### config.mk
export PLATFORM = sky130hd
export DESIGN_NAME = rx_link_status_monitor
export DESIGN_NICKNAME = d
export VERILOG_FILES = /design/src/logic/rx_link_status_pkg.sv /design/src/logic/sticky_bit.sv /design/src/logic/rx_link_status_monitor.sv
export SDC_FILE = /design/constraint.sdc
export NUM_CORES = 1
export LEC_CHECK = 0
export BUFFER_PORTS_ARGS = -buffer_cell sky130_fd_sc_hd__buf_2
export CAP_MARGIN = 20
export CORE_ASPECT_RATIO = 0.6
export CORE_MARGIN = 1
export CORE_UTILIZATION = 50
export DETAILED_ROUTE_END_ITERATION = 12
export HOLD_SLACK_MARGIN = 0.1
export MAX_ROUTING_LAYER = met4
export PLACE_DENSITY = 0.9
export SLEW_MARGIN = 20
export SYNTH_ARGS = -nofsm -noshare
export SYNTH_HDL_FRONTEND = slang
export SYNTH_HIERARCHICAL = 1
export SYNTH_SLANG_ARGS = --single-unit
### constraint.sdc
create_clock -name core_clk -period 4.01 [get_ports core_clk]
set_input_delay 0.401 -clock core_clk [delete_from_list [all_inputs] [get_ports core_clk]]
set_output_delay 0.401 -clock core_clk [all_outputs]
set_load 0.005 [all_outputs]
### src/logic/rx_link_status_pkg.sv
package rx_link_status_pkg;

  // Word-index offsets; the byte address is four times the index.
  localparam logic [9:0] FAULT_REPORT_IDX      = 10'h308;
  localparam logic [9:0] RECOVERED_CLK_LCK_IDX = 10'h321;
  localparam logic [9:0] FRAME_ERR_STATUS_IDX  = 10'h323;
  localparam logic [9:0] FRAME_ERR_CLEAR_IDX   = 10'h324;
  localparam logic [9:0] RX_ALIGN_STATUS_IDX   = 10'h326;
  localparam logic [9:0] PMA_FLAG_SELECT_IDX   = 10'h330;
  localparam logic [9:0] PMA_FLAGS_IDX         = 10'h331;
  localparam logic [9:0] LINK_CONTROL_IDX      = 10'h332;

  // Lane count and field positions.
  localparam int          NUM_LANES          = 4;
  localparam int          ALIGN_BIT          = 0;
  localparam int          LOCAL_FAULT_BIT    = 0;
  localparam int          FAULT_GEN_EN_BIT   = 0;

  // Reset values.
  localparam logic [31:0] SELECT_RESET       = 32'h0000_0000;
  localparam logic        CLEAR_RESET        = 1'b0;
  localparam logic        FAULT_GEN_RESET    = 1'b1;

  // Soft reset pulse length: 100 ns at 200 MHz, longest time so round down.
  localparam int          CLK_PERIOD_PS      = 5000;
  localparam int          SOFT_RST_NS        = 100;
  localparam int          SOFT_RST_CYCLES    = (SOFT_RST_NS * 1000) / CLK_PERIOD_PS;
  localparam logic [7:0]  SOFT_RST_COUNT     = 8'(SOFT_RST_CYCLES);

  // PMA FIFO level flags of one lane.
  typedef struct packed {
    logic txFull;
    logic txEmpty;
    logic rxFull;
    logic rxEmpty;
  } pma_flags_t;

  // Receive lane status that travels together.
  typedef struct packed {
    logic [NUM_LANES-1:0] wordLock;
    logic [NUM_LANES-1:0] frameErr;
    logic [NUM_LANES-1:0] clockLock;
  } lane_status_t;

  typedef enum logic [1:0] {
    LINK_DOWN,
    LINK_UP,
    LINK_LOST
  } link_state_t;

endpackage

### src/logic/sticky_bit.sv
`timescale 1ns/1ps
module sticky_bit
(
  // Clock and reset.
  input  wire logic clk,
  input  wire logic resetN,
  // Event and clear.
  input  wire logic setEvent,
  input  wire logic holdClear,
  // Sticky value.
  output logic      value
);

  // Clear holds the flag low; an event in the cycle the clear drops is kept.
  always_ff @(posedge clk)
  begin
    if (!resetN)
      value <= 1'b0;
    else if (holdClear)
      value <= 1'b0;
    else if (setEvent)
      value <= 1'b1;
  end

endmodule

### src/logic/rx_link_status_monitor.sv
// The APB slave port was decided locally.
`timescale 1ns/1ps
// What this block does
// - Status reads zero after clear under lock
// - Clock lock bits reflect lane recovery
// - Flag select chooses shown PMA flags
// - RX FIFO full and TX extremes are faults
// - Loss of signal leaves transmit untouched
// - Marker lock loss drops aligned-ready
// - Alignment status bit follows aligned-ready
// - Fault option drives local fault on loss
// - Fault report bit tracks local fault
// - Loss of signal requests RX soft reset
module rx_link_status_monitor
  import rx_link_status_pkg::*;
(
  // Clock and reset.
  input  wire logic                            core_clk,
  input  wire logic                            reset_n,
  // APB slave.
  input  wire logic                            psel,
  input  wire logic                            penable,
  input  wire logic                            pwrite,
  input  wire logic [11:0]                     paddr,
  input  wire logic [31:0]                     pwdata,
  output logic      [31:0]                     prdata,
  output logic                                 pready,
  output logic                                 pslverr,
  // Receive path status.
  input  wire rx_link_status_pkg::lane_status_t laneStatus,
  input  wire logic                            markerLock,
  input  wire logic                            signalDetect,
  input  wire rx_link_status_pkg::pma_flags_t [rx_link_status_pkg::NUM_LANES-1:0] pmaFlags,
  // Link status outputs.
  output logic                                 rxPcsReady,
  output logic                                 localFaultStatus,
  output logic                                 rxSoftResetReq,
  output logic                                 fifoFault
);
  import rx_link_status_pkg::*;

  logic [31:0]          flagSelect_reg;
  logic                 frameClear_reg;
  logic                 faultGenEn_reg;
  logic [NUM_LANES-1:0] frameErrSticky;
  logic                 rxPcsReady_reg;
  logic                 localFault_reg;
  logic                 softRst_reg;
  logic [7:0]           softCnt_reg;
  logic [31:0]          prdata_reg;
  link_state_t          linkState_reg;
  link_state_t          linkState_next;
  logic                 accessPhase;
  logic                 writeTake;
  logic [9:0]           wordIdx;
  logic                 mapped;
  logic [31:0]          readValue;
  logic [31:0]          flagView;
  logic                 signalLost;

  assign accessPhase = psel && penable;
  assign writeTake   = accessPhase && pwrite;
  assign wordIdx     = paddr[11:2];
  assign signalLost  = !signalDetect || !markerLock;

  // The slave answers in the first access cycle, so there are no wait states.
  assign pready  = accessPhase;
  assign pslverr = accessPhase && !mapped;

  // Writable control registers; the clear is level held, not self clearing.
  always_ff @(posedge core_clk)
  begin
    if (!reset_n)
    begin
      flagSelect_reg <= SELECT_RESET;
      frameClear_reg <= CLEAR_RESET;
      faultGenEn_reg <= FAULT_GEN_RESET;
    end
    else if (writeTake)
    begin
      case (wordIdx)
        FRAME_ERR_CLEAR_IDX: frameClear_reg <= pwdata[0];
        PMA_FLAG_SELECT_IDX: flagSelect_reg <= pwdata;
        LINK_CONTROL_IDX:    faultGenEn_reg <= pwdata[FAULT_GEN_EN_BIT];
        default:             flagSelect_reg <= flagSelect_reg;
      endcase
    end
  end

  // One sticky error bit per lane; a framing error or a loss of word lock on the lane sets it.
  genvar lane;
  generate
    for (lane = 0; lane < NUM_LANES; lane++)
    begin : gen_frame_err
      sticky_bit frameErrBit
      (
        .clk       (core_clk),
        .resetN    (reset_n),
        .setEvent  (laneStatus.frameErr[lane] || !laneStatus.wordLock[lane]),
        .holdClear (frameClear_reg),
        .value     (frameErrSticky[lane])
      );
    end
  endgenerate

  // Link state: loss of signal takes the receive path down; transmit has no input here.
  always_comb
  begin
    linkState_next = linkState_reg;
    case (linkState_reg)
      LINK_DOWN: if (!signalLost) linkState_next = LINK_UP;
      LINK_UP:   if (signalLost) linkState_next = LINK_LOST;
      LINK_LOST: if (softCnt_reg == 8'h00) linkState_next = LINK_DOWN;
      default:   linkState_next = LINK_DOWN;
    endcase
  end

  always_ff @(posedge core_clk)
  begin
    if (!reset_n)
      linkState_reg <= LINK_DOWN;
    else
      linkState_reg <= linkState_next;
  end

  // Aligned-ready follows signal detect and marker lock directly so it drops one edge after loss of either.
  always_ff @(posedge core_clk)
  begin
    if (!reset_n)
      rxPcsReady_reg <= 1'b0;
    else
      rxPcsReady_reg <= !signalLost;
  end

  // Local fault rises on loss only when generation is enabled.
  always_ff @(posedge core_clk)
  begin
    if (!reset_n)
      localFault_reg <= 1'b0;
    else
      localFault_reg <= signalLost && faultGenEn_reg;
  end

  // Soft reset request pulses for a fixed count on entering the lost state.
  always_ff @(posedge core_clk)
  begin
    if (!reset_n)
    begin
      softRst_reg <= 1'b0;
      softCnt_reg <= 8'h00;
    end
    else if (linkState_reg == LINK_UP && signalLost)
    begin
      softRst_reg <= 1'b1;
      softCnt_reg <= SOFT_RST_COUNT - 8'h01;
    end
    else if (softCnt_reg != 8'h00)
      softCnt_reg <= softCnt_reg - 8'h01;
    else
      softRst_reg <= 1'b0;
  end

  assign rxPcsReady       = rxPcsReady_reg;
  assign localFaultStatus = localFault_reg;
  assign rxSoftResetReq   = softRst_reg;

  // RX FIFO full, or TX at either extreme, on any lane is a fault.
  always_comb
  begin
    fifoFault = 1'b0;
    for (int i = 0; i < NUM_LANES; i++)
      fifoFault = fifoFault || pmaFlags[i].rxFull || pmaFlags[i].txFull
                  || pmaFlags[i].txEmpty;
  end

  // Flag view: select bit i enables the four flags of lane i.
  always_comb
  begin
    flagView = 32'h0000_0000;
    for (int i = 0; i < NUM_LANES; i++)
      if (flagSelect_reg[i])
        flagView[i*4 +: 4] = pmaFlags[i];
  end

  // Read mux; unmapped addresses read zero and flag an error.
  always_comb
  begin
    readValue = 32'h0000_0000;
    mapped    = 1'b1;
    case (wordIdx)
      FAULT_REPORT_IDX:      readValue[LOCAL_FAULT_BIT] = localFault_reg;
      RECOVERED_CLK_LCK_IDX: readValue[NUM_LANES-1:0] = laneStatus.clockLock;
      FRAME_ERR_STATUS_IDX:  readValue[NUM_LANES-1:0] = frameErrSticky;
      FRAME_ERR_CLEAR_IDX:   readValue[0] = frameClear_reg;
      RX_ALIGN_STATUS_IDX:   readValue[ALIGN_BIT] = rxPcsReady_reg;
      PMA_FLAG_SELECT_IDX:   readValue = flagSelect_reg;
      PMA_FLAGS_IDX:         readValue = flagView;
      LINK_CONTROL_IDX:      readValue[FAULT_GEN_EN_BIT] = faultGenEn_reg;
      default:               mapped = 1'b0;
    endcase
  end

  // Read data registered during setup so it is stable in the access phase.
  always_ff @(posedge core_clk)
  begin
    if (!reset_n)
      prdata_reg <= 32'h0000_0000;
    else if (psel && !penable && !pwrite)
      prdata_reg <= readValue;
  end

  assign prdata = prdata_reg;
endmodule

After elaboration in Yosys (flattened, before gate mapping)
Cells that the tools add are included.
{"block": "word_totals", "reg_bits": 83, "output_inout_bits": 38, "elab_cells": 90, "in_bits": 79}
{"block": "op_classes", "addsub": 1, "n_eq_ne": 14, "reduce_logical": 44, "muxes": 16, "bitwise": 1}
{"operator": "$eq 10x10->1 const B", "count": 8}
{"operator": "$pmux 28 s2", "count": 1}
{"operator": "$logic_or 1x1->1", "count": 16}
{"operator": "$mux 4", "count": 4}
{"operator": "$pmux 3 s4", "count": 1}
{"operator": "$logic_not 1->1", "count": 10}
{"operator": "$mux 5", "count": 2}
{"operator": "$logic_not 8->1", "count": 1}
{"operator": "$ne 2x2->1 const B", "count": 4}
{"operator": "$pmux 1 s8", "count": 1}
{"operator": "$reduce_bool 8->1", "count": 1}
{"operator": "$reduce_or 8->1", "count": 1}
{"operator": "$sub 8x1->8 const B", "count": 1}
{"operator": "$logic_and 1x1->1", "count": 7}
{"operator": "$mux 2", "count": 3}
{"operator": "$pmux 2 s3", "count": 1}
{"operator": "$reduce_and 2->1", "count": 3}
{"operator": "$reduce_or 2->1", "count": 2}
{"operator": "$mux 1", "count": 3}
{"operator": "$reduce_and 3->1", "count": 1}
{"operator": "$eq 2x1->1 const B", "count": 1}
{"operator": "$eq 2x2->1 const B", "count": 1}
{"operator": "$logic_not 2->1", "count": 1}
{"operator": "$reduce_bool 2->1", "count": 1}
{"operator": "$not 1->1", "count": 1}

Logic depth before layout (Yosys ltp)
Gate-level depths: netlist of run 1.
{"block": "logic_depth", "word_depth": 11, "mapped_depth": 7, "mapped_depth_nobuf": 6}

Modules after synthesis
Netlist of run 1, hierarchy kept.
{"module": "rx_link_status_monitor", "cells_each": 421, "area_per_inst_um2": 3530.9, "n_inst": 1, "seq_area_each_um2": 1581.5}
{"module": "sticky_bit", "cells_each": 3, "area_per_inst_um2": 36.3, "n_inst": 4, "seq_area_each_um2": 20.0}

Worst setup path before layout of run 1
OpenSTA, ideal clock, no wires.
{"block": "synth_path", "path_kind": "input to output", "startpoint": "input paddr[3]", "endpoint": "output pslverr", "setup_slack_ps": 2264, "path_buffers": 1, "stages": 5, "required_time_ps": 3609, "t_arrival_ps": 1345, "cell_sequence": "buf_2 nor4bb_1 nand2_1 a31oi_1 o21ai_0"}
{"block": "synth_via", "elab_chain_len": 5, "elab_cells_between_ends": 12, "cone_classes": "eq/ne (8); mux (1); reduce/logical (3)"}
{"item": "start: declaration", "line": "rx_link_status_monitor.sv:24", "rtl": "input wire logic [11:0] paddr,"}
{"item": "$eq 10x10->1", "line": "rx_link_status_monitor.sv:190", "rtl": "case (wordIdx)"}
{"item": "$reduce_or 8->1 (no line) (*)"}
{"item": "$mux 1 (*)", "line": "rx_link_status_monitor.sv:190"}
{"item": "$logic_not 1->1 (*)", "line": "rx_link_status_monitor.sv:68", "rtl": "assign pslverr = accessPhase && !mapped;"}
{"item": "$logic_and 1x1->1 (*)", "line": "rx_link_status_monitor.sv:68"}
{"item": "end: declaration", "line": "rx_link_status_monitor.sv:28", "rtl": "output logic pslverr,"}
Mark *: on every way between the ends. The rest lies on a longest branch, timed or not.

Worst setup path in the final report of run 1
{"block": "layout_path", "startpoint": "input paddr[4]", "endpoint": "register flagSelect_reg[15]"}
{"block": "layout_via", "elab_chain_len": 2}
{"item": "$eq 10x10->1", "line": "rx_link_status_monitor.sv:81", "rtl": "case (wordIdx)"}
{"item": "$reduce_and 2->1 (no line)"}
{"item": "end signal: assignment", "line": "rx_link_status_monitor.sv:83", "rtl": "PMA_FLAG_SELECT_IDX: flagSelect_reg <= pwdata;"}
{"item": "end signal: assignment", "line": "rx_link_status_monitor.sv:85", "rtl": "default: flagSelect_reg <= flagSelect_reg;"}
{"item": "end: declaration", "line": "rx_link_status_monitor.sv:42", "rtl": "logic [31:0] flagSelect_reg;"}
No other way between the ends.
A chain may end at the register's enable or synchronous reset.

==> results of run 1 <==
## cell usage after synthesis (2+ instances only)
| library cell | instances | area, um^2 |
|---|---|---|
| sky130_fd_sc_hd__a21boi_0 | 35 | 263 |
| sky130_fd_sc_hd__a21boi_1 | 18 | 135 |
| sky130_fd_sc_hd__a21oi_1 | 26 | 130 |
| sky130_fd_sc_hd__a221oi_1 | 3 | 26.3 |
| sky130_fd_sc_hd__a31oi_1 | 2 | 12.5 |
| sky130_fd_sc_hd__and2_1 | 2 | 12.5 |
| sky130_fd_sc_hd__and3_1 | 4 | 25.0 |
| sky130_fd_sc_hd__and4_1 | 2 | 17.5 |
| sky130_fd_sc_hd__buf_4 | 6 | 45.0 |
| sky130_fd_sc_hd__buf_6 | 5 | 56.3 |
| sky130_fd_sc_hd__clkbuf_1 | 17 | 63.8 |
| sky130_fd_sc_hd__dfxtp_1 | 83 | 1660 |
| sky130_fd_sc_hd__inv_1 | 5 | 18.8 |
| sky130_fd_sc_hd__mux2i_1 | 5 | 50.1 |
| sky130_fd_sc_hd__nand2_1 | 91 | 342 |
| sky130_fd_sc_hd__nand2b_1 | 4 | 25.0 |
| sky130_fd_sc_hd__nand3_1 | 36 | 180 |
| sky130_fd_sc_hd__nand3b_1 | 2 | 15.0 |
| sky130_fd_sc_hd__nand4_1 | 6 | 37.5 |
| sky130_fd_sc_hd__nor2_1 | 15 | 56.3 |
| sky130_fd_sc_hd__nor2b_1 | 4 | 25.0 |
| sky130_fd_sc_hd__nor3_1 | 2 | 10.0 |
| sky130_fd_sc_hd__nor3b_2 | 4 | 50.1 |
| sky130_fd_sc_hd__nor4_1 | 7 | 43.8 |
| sky130_fd_sc_hd__nor4b_1 | 2 | 17.5 |
| sky130_fd_sc_hd__nor4bb_1 | 2 | 20.0 |
| sky130_fd_sc_hd__o21ai_0 | 18 | 90.1 |
| sky130_fd_sc_hd__o21ai_1 | 3 | 15.0 |
| sky130_fd_sc_hd__or4b_4 | 2 | 27.5 |
| sky130_fd_sc_hd__xnor2_1 | 5 | 43.8 |
## power breakdown
group / switching, W / leakage (nW) / total, W / internal [W]
sequential: 0.0000477 / 0.674 / 0.000923 / 0.000875
combinational: 0.000178 / 1.02 / 0.000361 / 0.000183
clock: 0.000310 / 0.146 / 0.000822 / 0.000512
## layer usage
layer | vias up | global-route usage [%] | wire length [um]
met5 | - | - | 0
met3 | 7 | 8.59 | 753
met2 | 134 | 42.5 | 4440
met4 | 0 | 11.0 | 88
met1 | 1662 | 33.5 | 4510
li1 | 1704 | - | -
## layout make-up
type                            instances  area [um^2]  share of cell area [%]
Clock buffer                           13          260                    5.76
Clock inverter                          2         35.0                   0.776
Inverter                                5         18.8                   0.416
Multi-Input combinational cell        315         1820                    40.4
Sequential cell                        83         1660                    36.8
Tap cell                               87          109                    2.41
Timing Repair Buffer                  119          608                    13.5
## worst max-delay path, stage by stage
cell and delay, ns:
sky130_fd_sc_hd__buf_2 0.12, sky130_fd_sc_hd__nor3b_1 0.52, sky130_fd_sc_hd__nand4_1 0.74, sky130_fd_sc_hd__buf_4 0.47, sky130_fd_sc_hd__nand2_1 0.09, sky130_fd_sc_hd__a21boi_0 0.08
## worst paths after layout
| path | startpoint | endpoint | cells after the start |
|---|---|---|---|
| max | paddr[4] | flagSelect_reg[15] | 6 |
| min | pwdata[11] | flagSelect_reg[11] | 3 |
| max reg2reg | softCnt_reg[0] | softCnt_reg[1] | 6 |
| min reg2reg | linkState_reg[1] | linkState_reg[0] | 1 |
## per-stage QoR
step	cell area, um^2	power, W	setup WS (ns)	utilization, %
final	4520	0.00211	1.79	65.7
after global routing	4520	0.00219	1.62	65.7
after CTS	4510	0.00212	1.81	65.6
after detailed placement	4220	0.00129	1.46	61.3
after global placement	4220	0.00127	1.54	61.3
after floorplan	3680	0.00118	2.26	-
## kinds of logic after synthesis
group	share of synthesized area [%]
AOI/OAI and AO/OA	18.7
xor gates and xnor gates	1.19
adders and majority gates	0.340
buffers and inverters	5.24
DFF	45.2
muxes	2.08
and+or+nand+nor	27.2
==> implementation parameters, run 1 <==
Parameter                              Value

Status
  Outcome ... finished, final reports clean

Clock network
  Clock buffers created by TritonCTS ... 9
  H-tree depth ... 3
  Cts-stage hold buffer count ... 0
  Maximum number of buffers from clock root to sink ... 2
  Insertion delay of the later-clocked pin in the worst-skew pair ... roughly 0.33 ns
  CTS Root Cell ... sky130_fd_sc_hd__clkbuf_16
  Clock sink count ... 83
  Setup repair bufs after CTS ... 0
  Count of instances resized after the clock tree is built ... 0
  Clock tree from TritonCTS ... yes
  Clk pin slew, worst setup/hold paths ... ~0.06 ns

STA
  Peak Freq ... about 450 MHz
  Hold_ws ... between 0.2 and 0.3 ns
  Final worst-path cycle share ... 55.3%
  Clock tree skew after final layout ... 0.00496 ns
  Setup repair after global routing missed its margin ... no
  Final TNS setup ... 0 ns
  Fin. max-slew vios ... 0
  Relative slew slack ... between 40% and 50%
  Hold violation total from the final report ... 0
  Minimum clock period ... ~2.2 ns
  Transition time at the pin with the least slew margin ... 0.830 ns
  Final setup vio count ... 0

Run
  Number of maximum-capacitance constraint violations ... 0

Die
  Boundary Pins ... between 100 and 150
  Horizontal die dimension ... between 100 and 150 um
  Height of the die ... slightly below 70 um
  Initial standard-cell utilization of the core ... 53.4%
  Row cnt ... 23
  Core area ... just under 7000 um^2
  Die footprint ... between 7000 and 8000 um^2

Route
  DRC ... 0
  DRT Wirelength ... roughly 10 mm
  Via count ... between 3000 and 4000
  Remaining antenna violation count ... 0
  Detailed-route vias per instance ... 5.62
  Total iterations of the first detailed-routing run ... 4
  Iteration-0 DRC Markers ... 202
  Routed length per instance ... about 16 um

Logic synthesis
  Sequential area share after synthesis ... 45.2%
  Yosys warns ... 6
  Distinct cells, synth ... 47
  Share of synthesized flip-flops with an asynchronous set or reset ... 0%
  Cell area after synthesis ... roughly 3700 um^2
  Post-synth EDFFs ... 0
  Total of flip-flops plus latches after synthesis ... 83
  Instance count of the mapped netlist ... between 400 and 500
  Post-synthesis area per instance ... around 8.5 um^2
  Synth Net Count ... between 500 and 600
  Primary FF master, synth ... sky130_fd_sc_hd__dfxtp_1

Layout
  Syn-to-layout area delta ... 22.8%
  # nets final ... about 610
  Filler-free cell count of the finished design ... 624
  Leading cell type in the layout, fill and taps excluded ... sky130_fd_sc_hd__buf_2
  Number of fill cells ... ~590
  Antenna diode instance count ... 0
  Most used cells in the layout excluding fill and tap cells ... 114 x sky130_fd_sc_hd__buf_2, 91 x sky130_fd_sc_hd__nand2_1, 83 x sky130_fd_sc_hd__dfxtp_1
  Fraction of layout cells with a size suffix above 1 ... a little over a quarter

Pwr
  Power per cell area ... about 470 nW/um^2
  Max VDD drop ... about 0.30 mV
  Cell leakage power ... about 1.8 nW

Global route
  First-pass GRT wire length ... between 15 and 20 mm
  GRT overflow ... 0
  Overall fraction of global-route tracks in use ... between 20% and 30%
  Pin count of the biggest net entering global routing ... between 40 and 50
  Number of global-route vias before repair ... between 3000 and 4000
  Antenna violations before repair ... 0

Placement
  DP Wirelength ... 6.78 mm
  Number of cells after detailed placement ... approximately 600
  Weighted congestion at the end of routability-driven global placement ... approximately 0.9
  Buffers on Ports ... ~110

Critical path
  Setup crit end kind ... register
  Critical path start-end classification ... in2reg
  Critical-path maximum fanout ... 18
  Endpoint required time on the critical path ... approximately 4.2 ns
  CP Data Arrival Time ... about 2.4 ns
  Setup slack, reg-to-reg ... 2.19 ns
  Kind of launch point of the worst setup path ... primary input

Hold path
  Path type of the worst min-delay path ... in2reg
Power figures use the tool's default switching activity.
==> run 2: changes to the inputs <==
--- a/config.mk
+++ b/config.mk
@@ -5,15 +5,16 @@
 export SDC_FILE = /design/constraint.sdc
 export NUM_CORES = 1
 export LEC_CHECK = 0
+export ABC_AREA = 1
 export BUFFER_PORTS_ARGS = -buffer_cell sky130_fd_sc_hd__buf_2
 export CAP_MARGIN = 20
 export CORE_ASPECT_RATIO = 0.6
 export CORE_MARGIN = 1
-export CORE_UTILIZATION = 50
+export CORE_UTILIZATION = 46
 export DETAILED_ROUTE_END_ITERATION = 12
 export HOLD_SLACK_MARGIN = 0.1
 export MAX_ROUTING_LAYER = met4
-export PLACE_DENSITY = 0.9
+export PLACE_DENSITY = 0.87
 export SLEW_MARGIN = 20
 export SYNTH_ARGS = -nofsm -noshare
 export SYNTH_HDL_FRONTEND = slang
==> constraint.sdc (replaced) <==
create_clock -name core_clk -period 1.9 [get_ports core_clk]
set_input_delay 0.19 -clock core_clk [delete_from_list [all_inputs] [get_ports core_clk]]
set_output_delay 0.19 -clock core_clk [all_outputs]
set_load 0.005 [all_outputs]
==> run 2 against run 1 <==
  * Core utilization decreased by 1.8 points
  * Worst hold slack got worse by 0.20 ns
  * Sequential power increased by 110%
  * Setup slack got worse by 1.5 ns
  * Largest power group is now clock
  * Highest routed layer unchanged
==> implementation parameters, run 2 <==
Parameter                              Value

STA
  Final worst-path cycle share ... approximately 83%
  Final TNS setup ... 0 ns (unchanged)
  Least setup slack across all paths after layout ... 0.331 ns (-1.46 ns)
  Final setup vio count ... 0 (unchanged)
  Fin. max-slew vios ... 0 (unchanged)
  Peak Freq ... 638 MHz
  Transition time at the pin with the least slew margin ... 0.579 ns (-0.252 ns)
  Hold violation total from the final report ... 0 (unchanged)
  Clock tree skew after final layout ... 0.00480 ns (-0.000162 ns)
  Relative slew slack ... 61.1% (+17 points)
  Minimum clock period ... approximately 1.6 ns
  Setup repair after global routing missed its margin ... no

Global route
  Antenna violations before repair ... 0 (unchanged)
  Overall fraction of global-route tracks in use ... 27.3% (-0.034 points)
  Number of global-route vias before repair ... 3688 (+13%)
  GRT overflow ... 0 (unchanged)
  First-pass GRT wire length ... 17.1 mm (+10%)
  Pin count of the biggest net entering global routing ... 37 (-21%)

Pwr
  Relative contribution of combinational cells to total power ... 14.1% (-3.1 points)
  Clock network fraction of design power ... 44.1% (+5.1 points)
  Max VDD drop ... 0.506 mV (+72%)
  Net switching fraction of the power ... 24.0% (-1.4 points)
  Seq pwr share ... 41.8% (-2.0 points)
  Power per cell area ... 961 nW/um^2 (+110%)
  Psw ... 0.00110 W (+110%)
  Cell leakage power ... 2.38 nW (+29%)
  Cell internal power dissipation ... 0.00347 W (+120%)

Logic synthesis
  Primary FF master, synth ... sky130_fd_sc_hd__dfxtp_1
  Sequential area share after synthesis ... 45.7% (+0.51 points)
  Post-synthesis area per instance ... 7.13 um^2 (-16%)
  Instance count of the mapped netlist ... 510 (+18%)
  Cell area after synthesis ... 3630 um^2 (-1.1%)
  Yosys warns ... 6 (unchanged)
  Most used standard cell by instance count after synthesis ... sky130_fd_sc_hd__nor2_1
  Synth Net Count ... 590 (+15%)
  Yosys top cell by area ... sky130_fd_sc_hd__dfxtp_1
  Total of flip-flops plus latches after synthesis ... 83 (unchanged)
  Dominant cells by area after synthesis ... sky130_fd_sc_hd__dfxtp_1 46%, sky130_fd_sc_hd__nor2_1 10%, sky130_fd_sc_hd__nand2_1 8.5%
  Share of synthesized flip-flops with an asynchronous set or reset ... 0% (unchanged)
  Distinct cells, synth ... 28 (-40%)
  Proportion of netlist area held by the largest area contributor ... 45.7% (+0.51 points)
  Post-synth EDFFs ... 0 (unchanged)
  Most common library cells after synthesis ... 99 x sky130_fd_sc_hd__nor2_1, 83 x sky130_fd_sc_hd__dfxtp_1, 82 x sky130_fd_sc_hd__nand2_1

Run
  Number of maximum-capacitance constraint violations ... 0 (unchanged)

Clock network
  Clk pin slew, worst setup/hold paths ... 0.06 ns (about the same)
  Maximum number of buffers from clock root to sink ... 2 (unchanged)
  Clock buffers created by TritonCTS ... 9 (unchanged)
  Setup repair bufs after CTS ... 0 (unchanged)
  CTS Root Cell ... sky130_fd_sc_hd__clkbuf_16
  Insertion delay of the later-clocked pin in the worst-skew pair ... 0.33 ns (about the same)
  H-tree depth ... 3 (unchanged)
  Clock tree from TritonCTS ... yes
  Clock sink count ... 83 (unchanged)

Route
  Routed length per instance ... 13.6 um (-13%)
  DRT Wirelength ... 10.1 mm (+2.9%)
  Remaining antenna violation count ... 0 (unchanged)
  Detailed-route vias per instance ... 5.08 (-9.5%)
  DRC ... 0 (unchanged)
  Total iterations of the first detailed-routing run ... 4 (unchanged)
  Iteration-0 DRC Markers ... 258 (+28%)
  Via count ... 3772 (+7.6%)

Critical path
  Library cell appearing most often on the critical path ... sky130_fd_sc_hd__nand2_1
  Kind of launch point of the worst setup path ... primary input
  Buf+Inv Stages, Crit Path ... 3 (+1)
  Worst reg2reg startpoint ... softCnt_reg[0]
  Critical path start-end classification ... in2out
  Critical-path maximum fanout ... 11 (-7)
  Endpoint required time on the critical path ... 1.71 ns (-2.51 ns)
  Worst-case reg-to-reg path depth ... 7 (+1)
  Setup crit end kind ... output pin
  Start point of the critical path ... paddr[11]
  CP Data Arrival Time ... 1.38 ns (-1.05 ns)
  Largest stage delay on the critical path ... 0.20 ns (-0.54 ns)
  Setup slack, reg-to-reg ... 0.35 ns (-1.84 ns)
  Crit path max-delay family ... simple AND/OR/NAND/NOR gates
  Number of cells on the critical path ... 9 (+3)
  Critical Path, Cell by Cell ... buf_2 -> nand2_1 -> inv_2 -> nand2_1 -> nor2_1 -> a21oi_1 -> nand2_1 -> nor4_1 -> buf_2
  Slowest library cell on the worst path ... sky130_fd_sc_hd__nor4_1
  Endpoint of the worst register-to-register path ... linkState_reg[1]
  Destination of the critical timing path ... pslverr

Layout
  Most used cells in the layout excluding fill and tap cells ... 114 x sky130_fd_sc_hd__buf_2, 99 x sky130_fd_sc_hd__nor2_1, 83 x sky130_fd_sc_hd__dfxtp_1
  Area taken by multi-input logic gates ... 1640 um^2 (-9.8%)
  Leading cell type in the layout, fill and taps excluded ... sky130_fd_sc_hd__buf_2
  Fin util ... 63.9% (-1.8 points)
  Filler-free cell count of the finished design ... 742 (+19%)
  FF+latch area ... 1660 um^2 (unchanged)
  Fraction of layout cells with a size suffix above 1 ... 23.7% (-3.5 points)
  Antenna diode instance count ... 0 (unchanged)
  Number of fill cells ... 708 (+21%)
  Syn-to-layout area delta ... 30.9%
  # nets final ... 714 (+16%)

Placement
  Placement-stage worst setup slack ... 0.226 ns (-1.24 ns)
  Weighted congestion at the end of routability-driven global placement ... 0.920 (+2.7%)
  DP Wirelength ... 7.29 mm (+7.5%)
  Buffers on Ports ... 114 (unchanged)
  Number of cells after detailed placement ... 714 (+17%)

Die
  Die footprint ... 8270 um^2 (+7.3%)
  Row cnt ... 24 (+4.3%)
  Height of the die ... 70.9 um (+3.6%)
  Boundary Pins ... 117 (unchanged)
  Horizontal die dimension ... 117 um (+3.6%)
  Initial standard-cell utilization of the core ... 48.8% (-4.6 points)
  Core area ... 7450 um^2 (+8.3%)

Status
  Outcome ... finished, final reports clean

Hold path
  Critical hold path startpoint ... pwdata[27]
  Path type of the worst min-delay path ... in2reg
-- run 2: changes by cell type after synthesis, moves of 9 or more --
cell and change:
sky130_fd_sc_hd__a21oi_1 +14, sky130_fd_sc_hd__o21ai_0 +22, sky130_fd_sc_hd__a21boi_0 -35, sky130_fd_sc_hd__nor2_1 +84
sky130_fd_sc_hd__a21boi_1 -18, sky130_fd_sc_hd__o211ai_1 +12, sky130_fd_sc_hd__nand2_1 -9, sky130_fd_sc_hd__o21ai_1 +12
sky130_fd_sc_hd__inv_1 +43
-- run 2: how the worst min path moves through the flow --
stage / endpoint / slack [ns] / cells after the start
floorplan: gen_frame_err[0].frameErrBit/value / 0.31 / 2
global placement: flagSelect_reg[29] / 0.42 / 3
detailed placement: flagSelect_reg[4] / 0.42 / 3
CTS: flagSelect_reg[10] / 0.10 / 3
global route: flagSelect_reg[8] / 0.10 / 3
finish: flagSelect_reg[27] / 0.10 / 3
-- run 2: worst min-delay path: stages --
cell,delay (ns)
sky130_fd_sc_hd__buf_2,0.07
sky130_fd_sc_hd__nor2_1,0.03
sky130_fd_sc_hd__nor2_1,0.10
-- run 2: timing repair --
item                                   in CTS  in global routing
gates resized for setup                     0                  0
hold buffers                               11                  2
endpoints found under the hold margin      11                  2
-- run 2: layer usage --
layer	vias up	track usage, %	wire length [um]
met5	-	-	0
met3	11	8.05	871
met4	0	4.78	74
li1	1893	-	-
met2	170	42.5	4530
met1	1698	35.6	4600
-- run 2: layout make-up --
| cell class | count | share of cell area, % |
|---|---|---|
| clock buffers | 11 | 5.31 |
| clock inverters | 4 | 2.05 |
| inverters | 52 | 4.10 |
| multi-input cells | 351 | 34.6 |
| flip-flops and latches | 83 | 34.9 |
| well taps | 104 | 2.74 |
| repair buffers | 137 | 16.3 |
-- run 2: stage by stage --
stage | instance area [um^2] | hold WS, ns | power [W]
2_1_floorplan | 3630 | 0.311 | 0.00233
4_1_cts | 4740 | 0.100 | 0.00459
3_5_place_dp | 4280 | 0.419 | 0.00257
3_3_place_gp | 4280 | 0.417 | 0.00253
6_report | 4760 | 0.104 | 0.00457
5_1_grt | 4760 | 0.104 | 0.00478
-- run 2: cell families after synthesis --
family	after synthesis	synth area share, %
flip-flops	83	45.7
adder cells (fa/ha/maj)	1	0.344
XOR/XNOR	4	0.964
AO/OA/AOI/OAI	110	16.1
AND/OR/NAND/NOR	236	27.6
buffers and inverters	76	9.23
-- run 2: power by group through the flow --
| stage | Clock [W] | Combinational (W) | Sequential (W) |
|---|---|---|---|
| 3_5_place_dp | 0 | 0.000620 | 0.00195 |
| 6_report | 0.00201 | 0.000646 | 0.00191 |
| 3_3_place_gp | 0 | 0.000586 | 0.00194 |
| 2_1_floorplan | 0 | 0.000393 | 0.00194 |
| 5_1_grt | 0.00212 | 0.000735 | 0.00192 |
| 4_1_cts | 0.00204 | 0.000642 | 0.00191 |
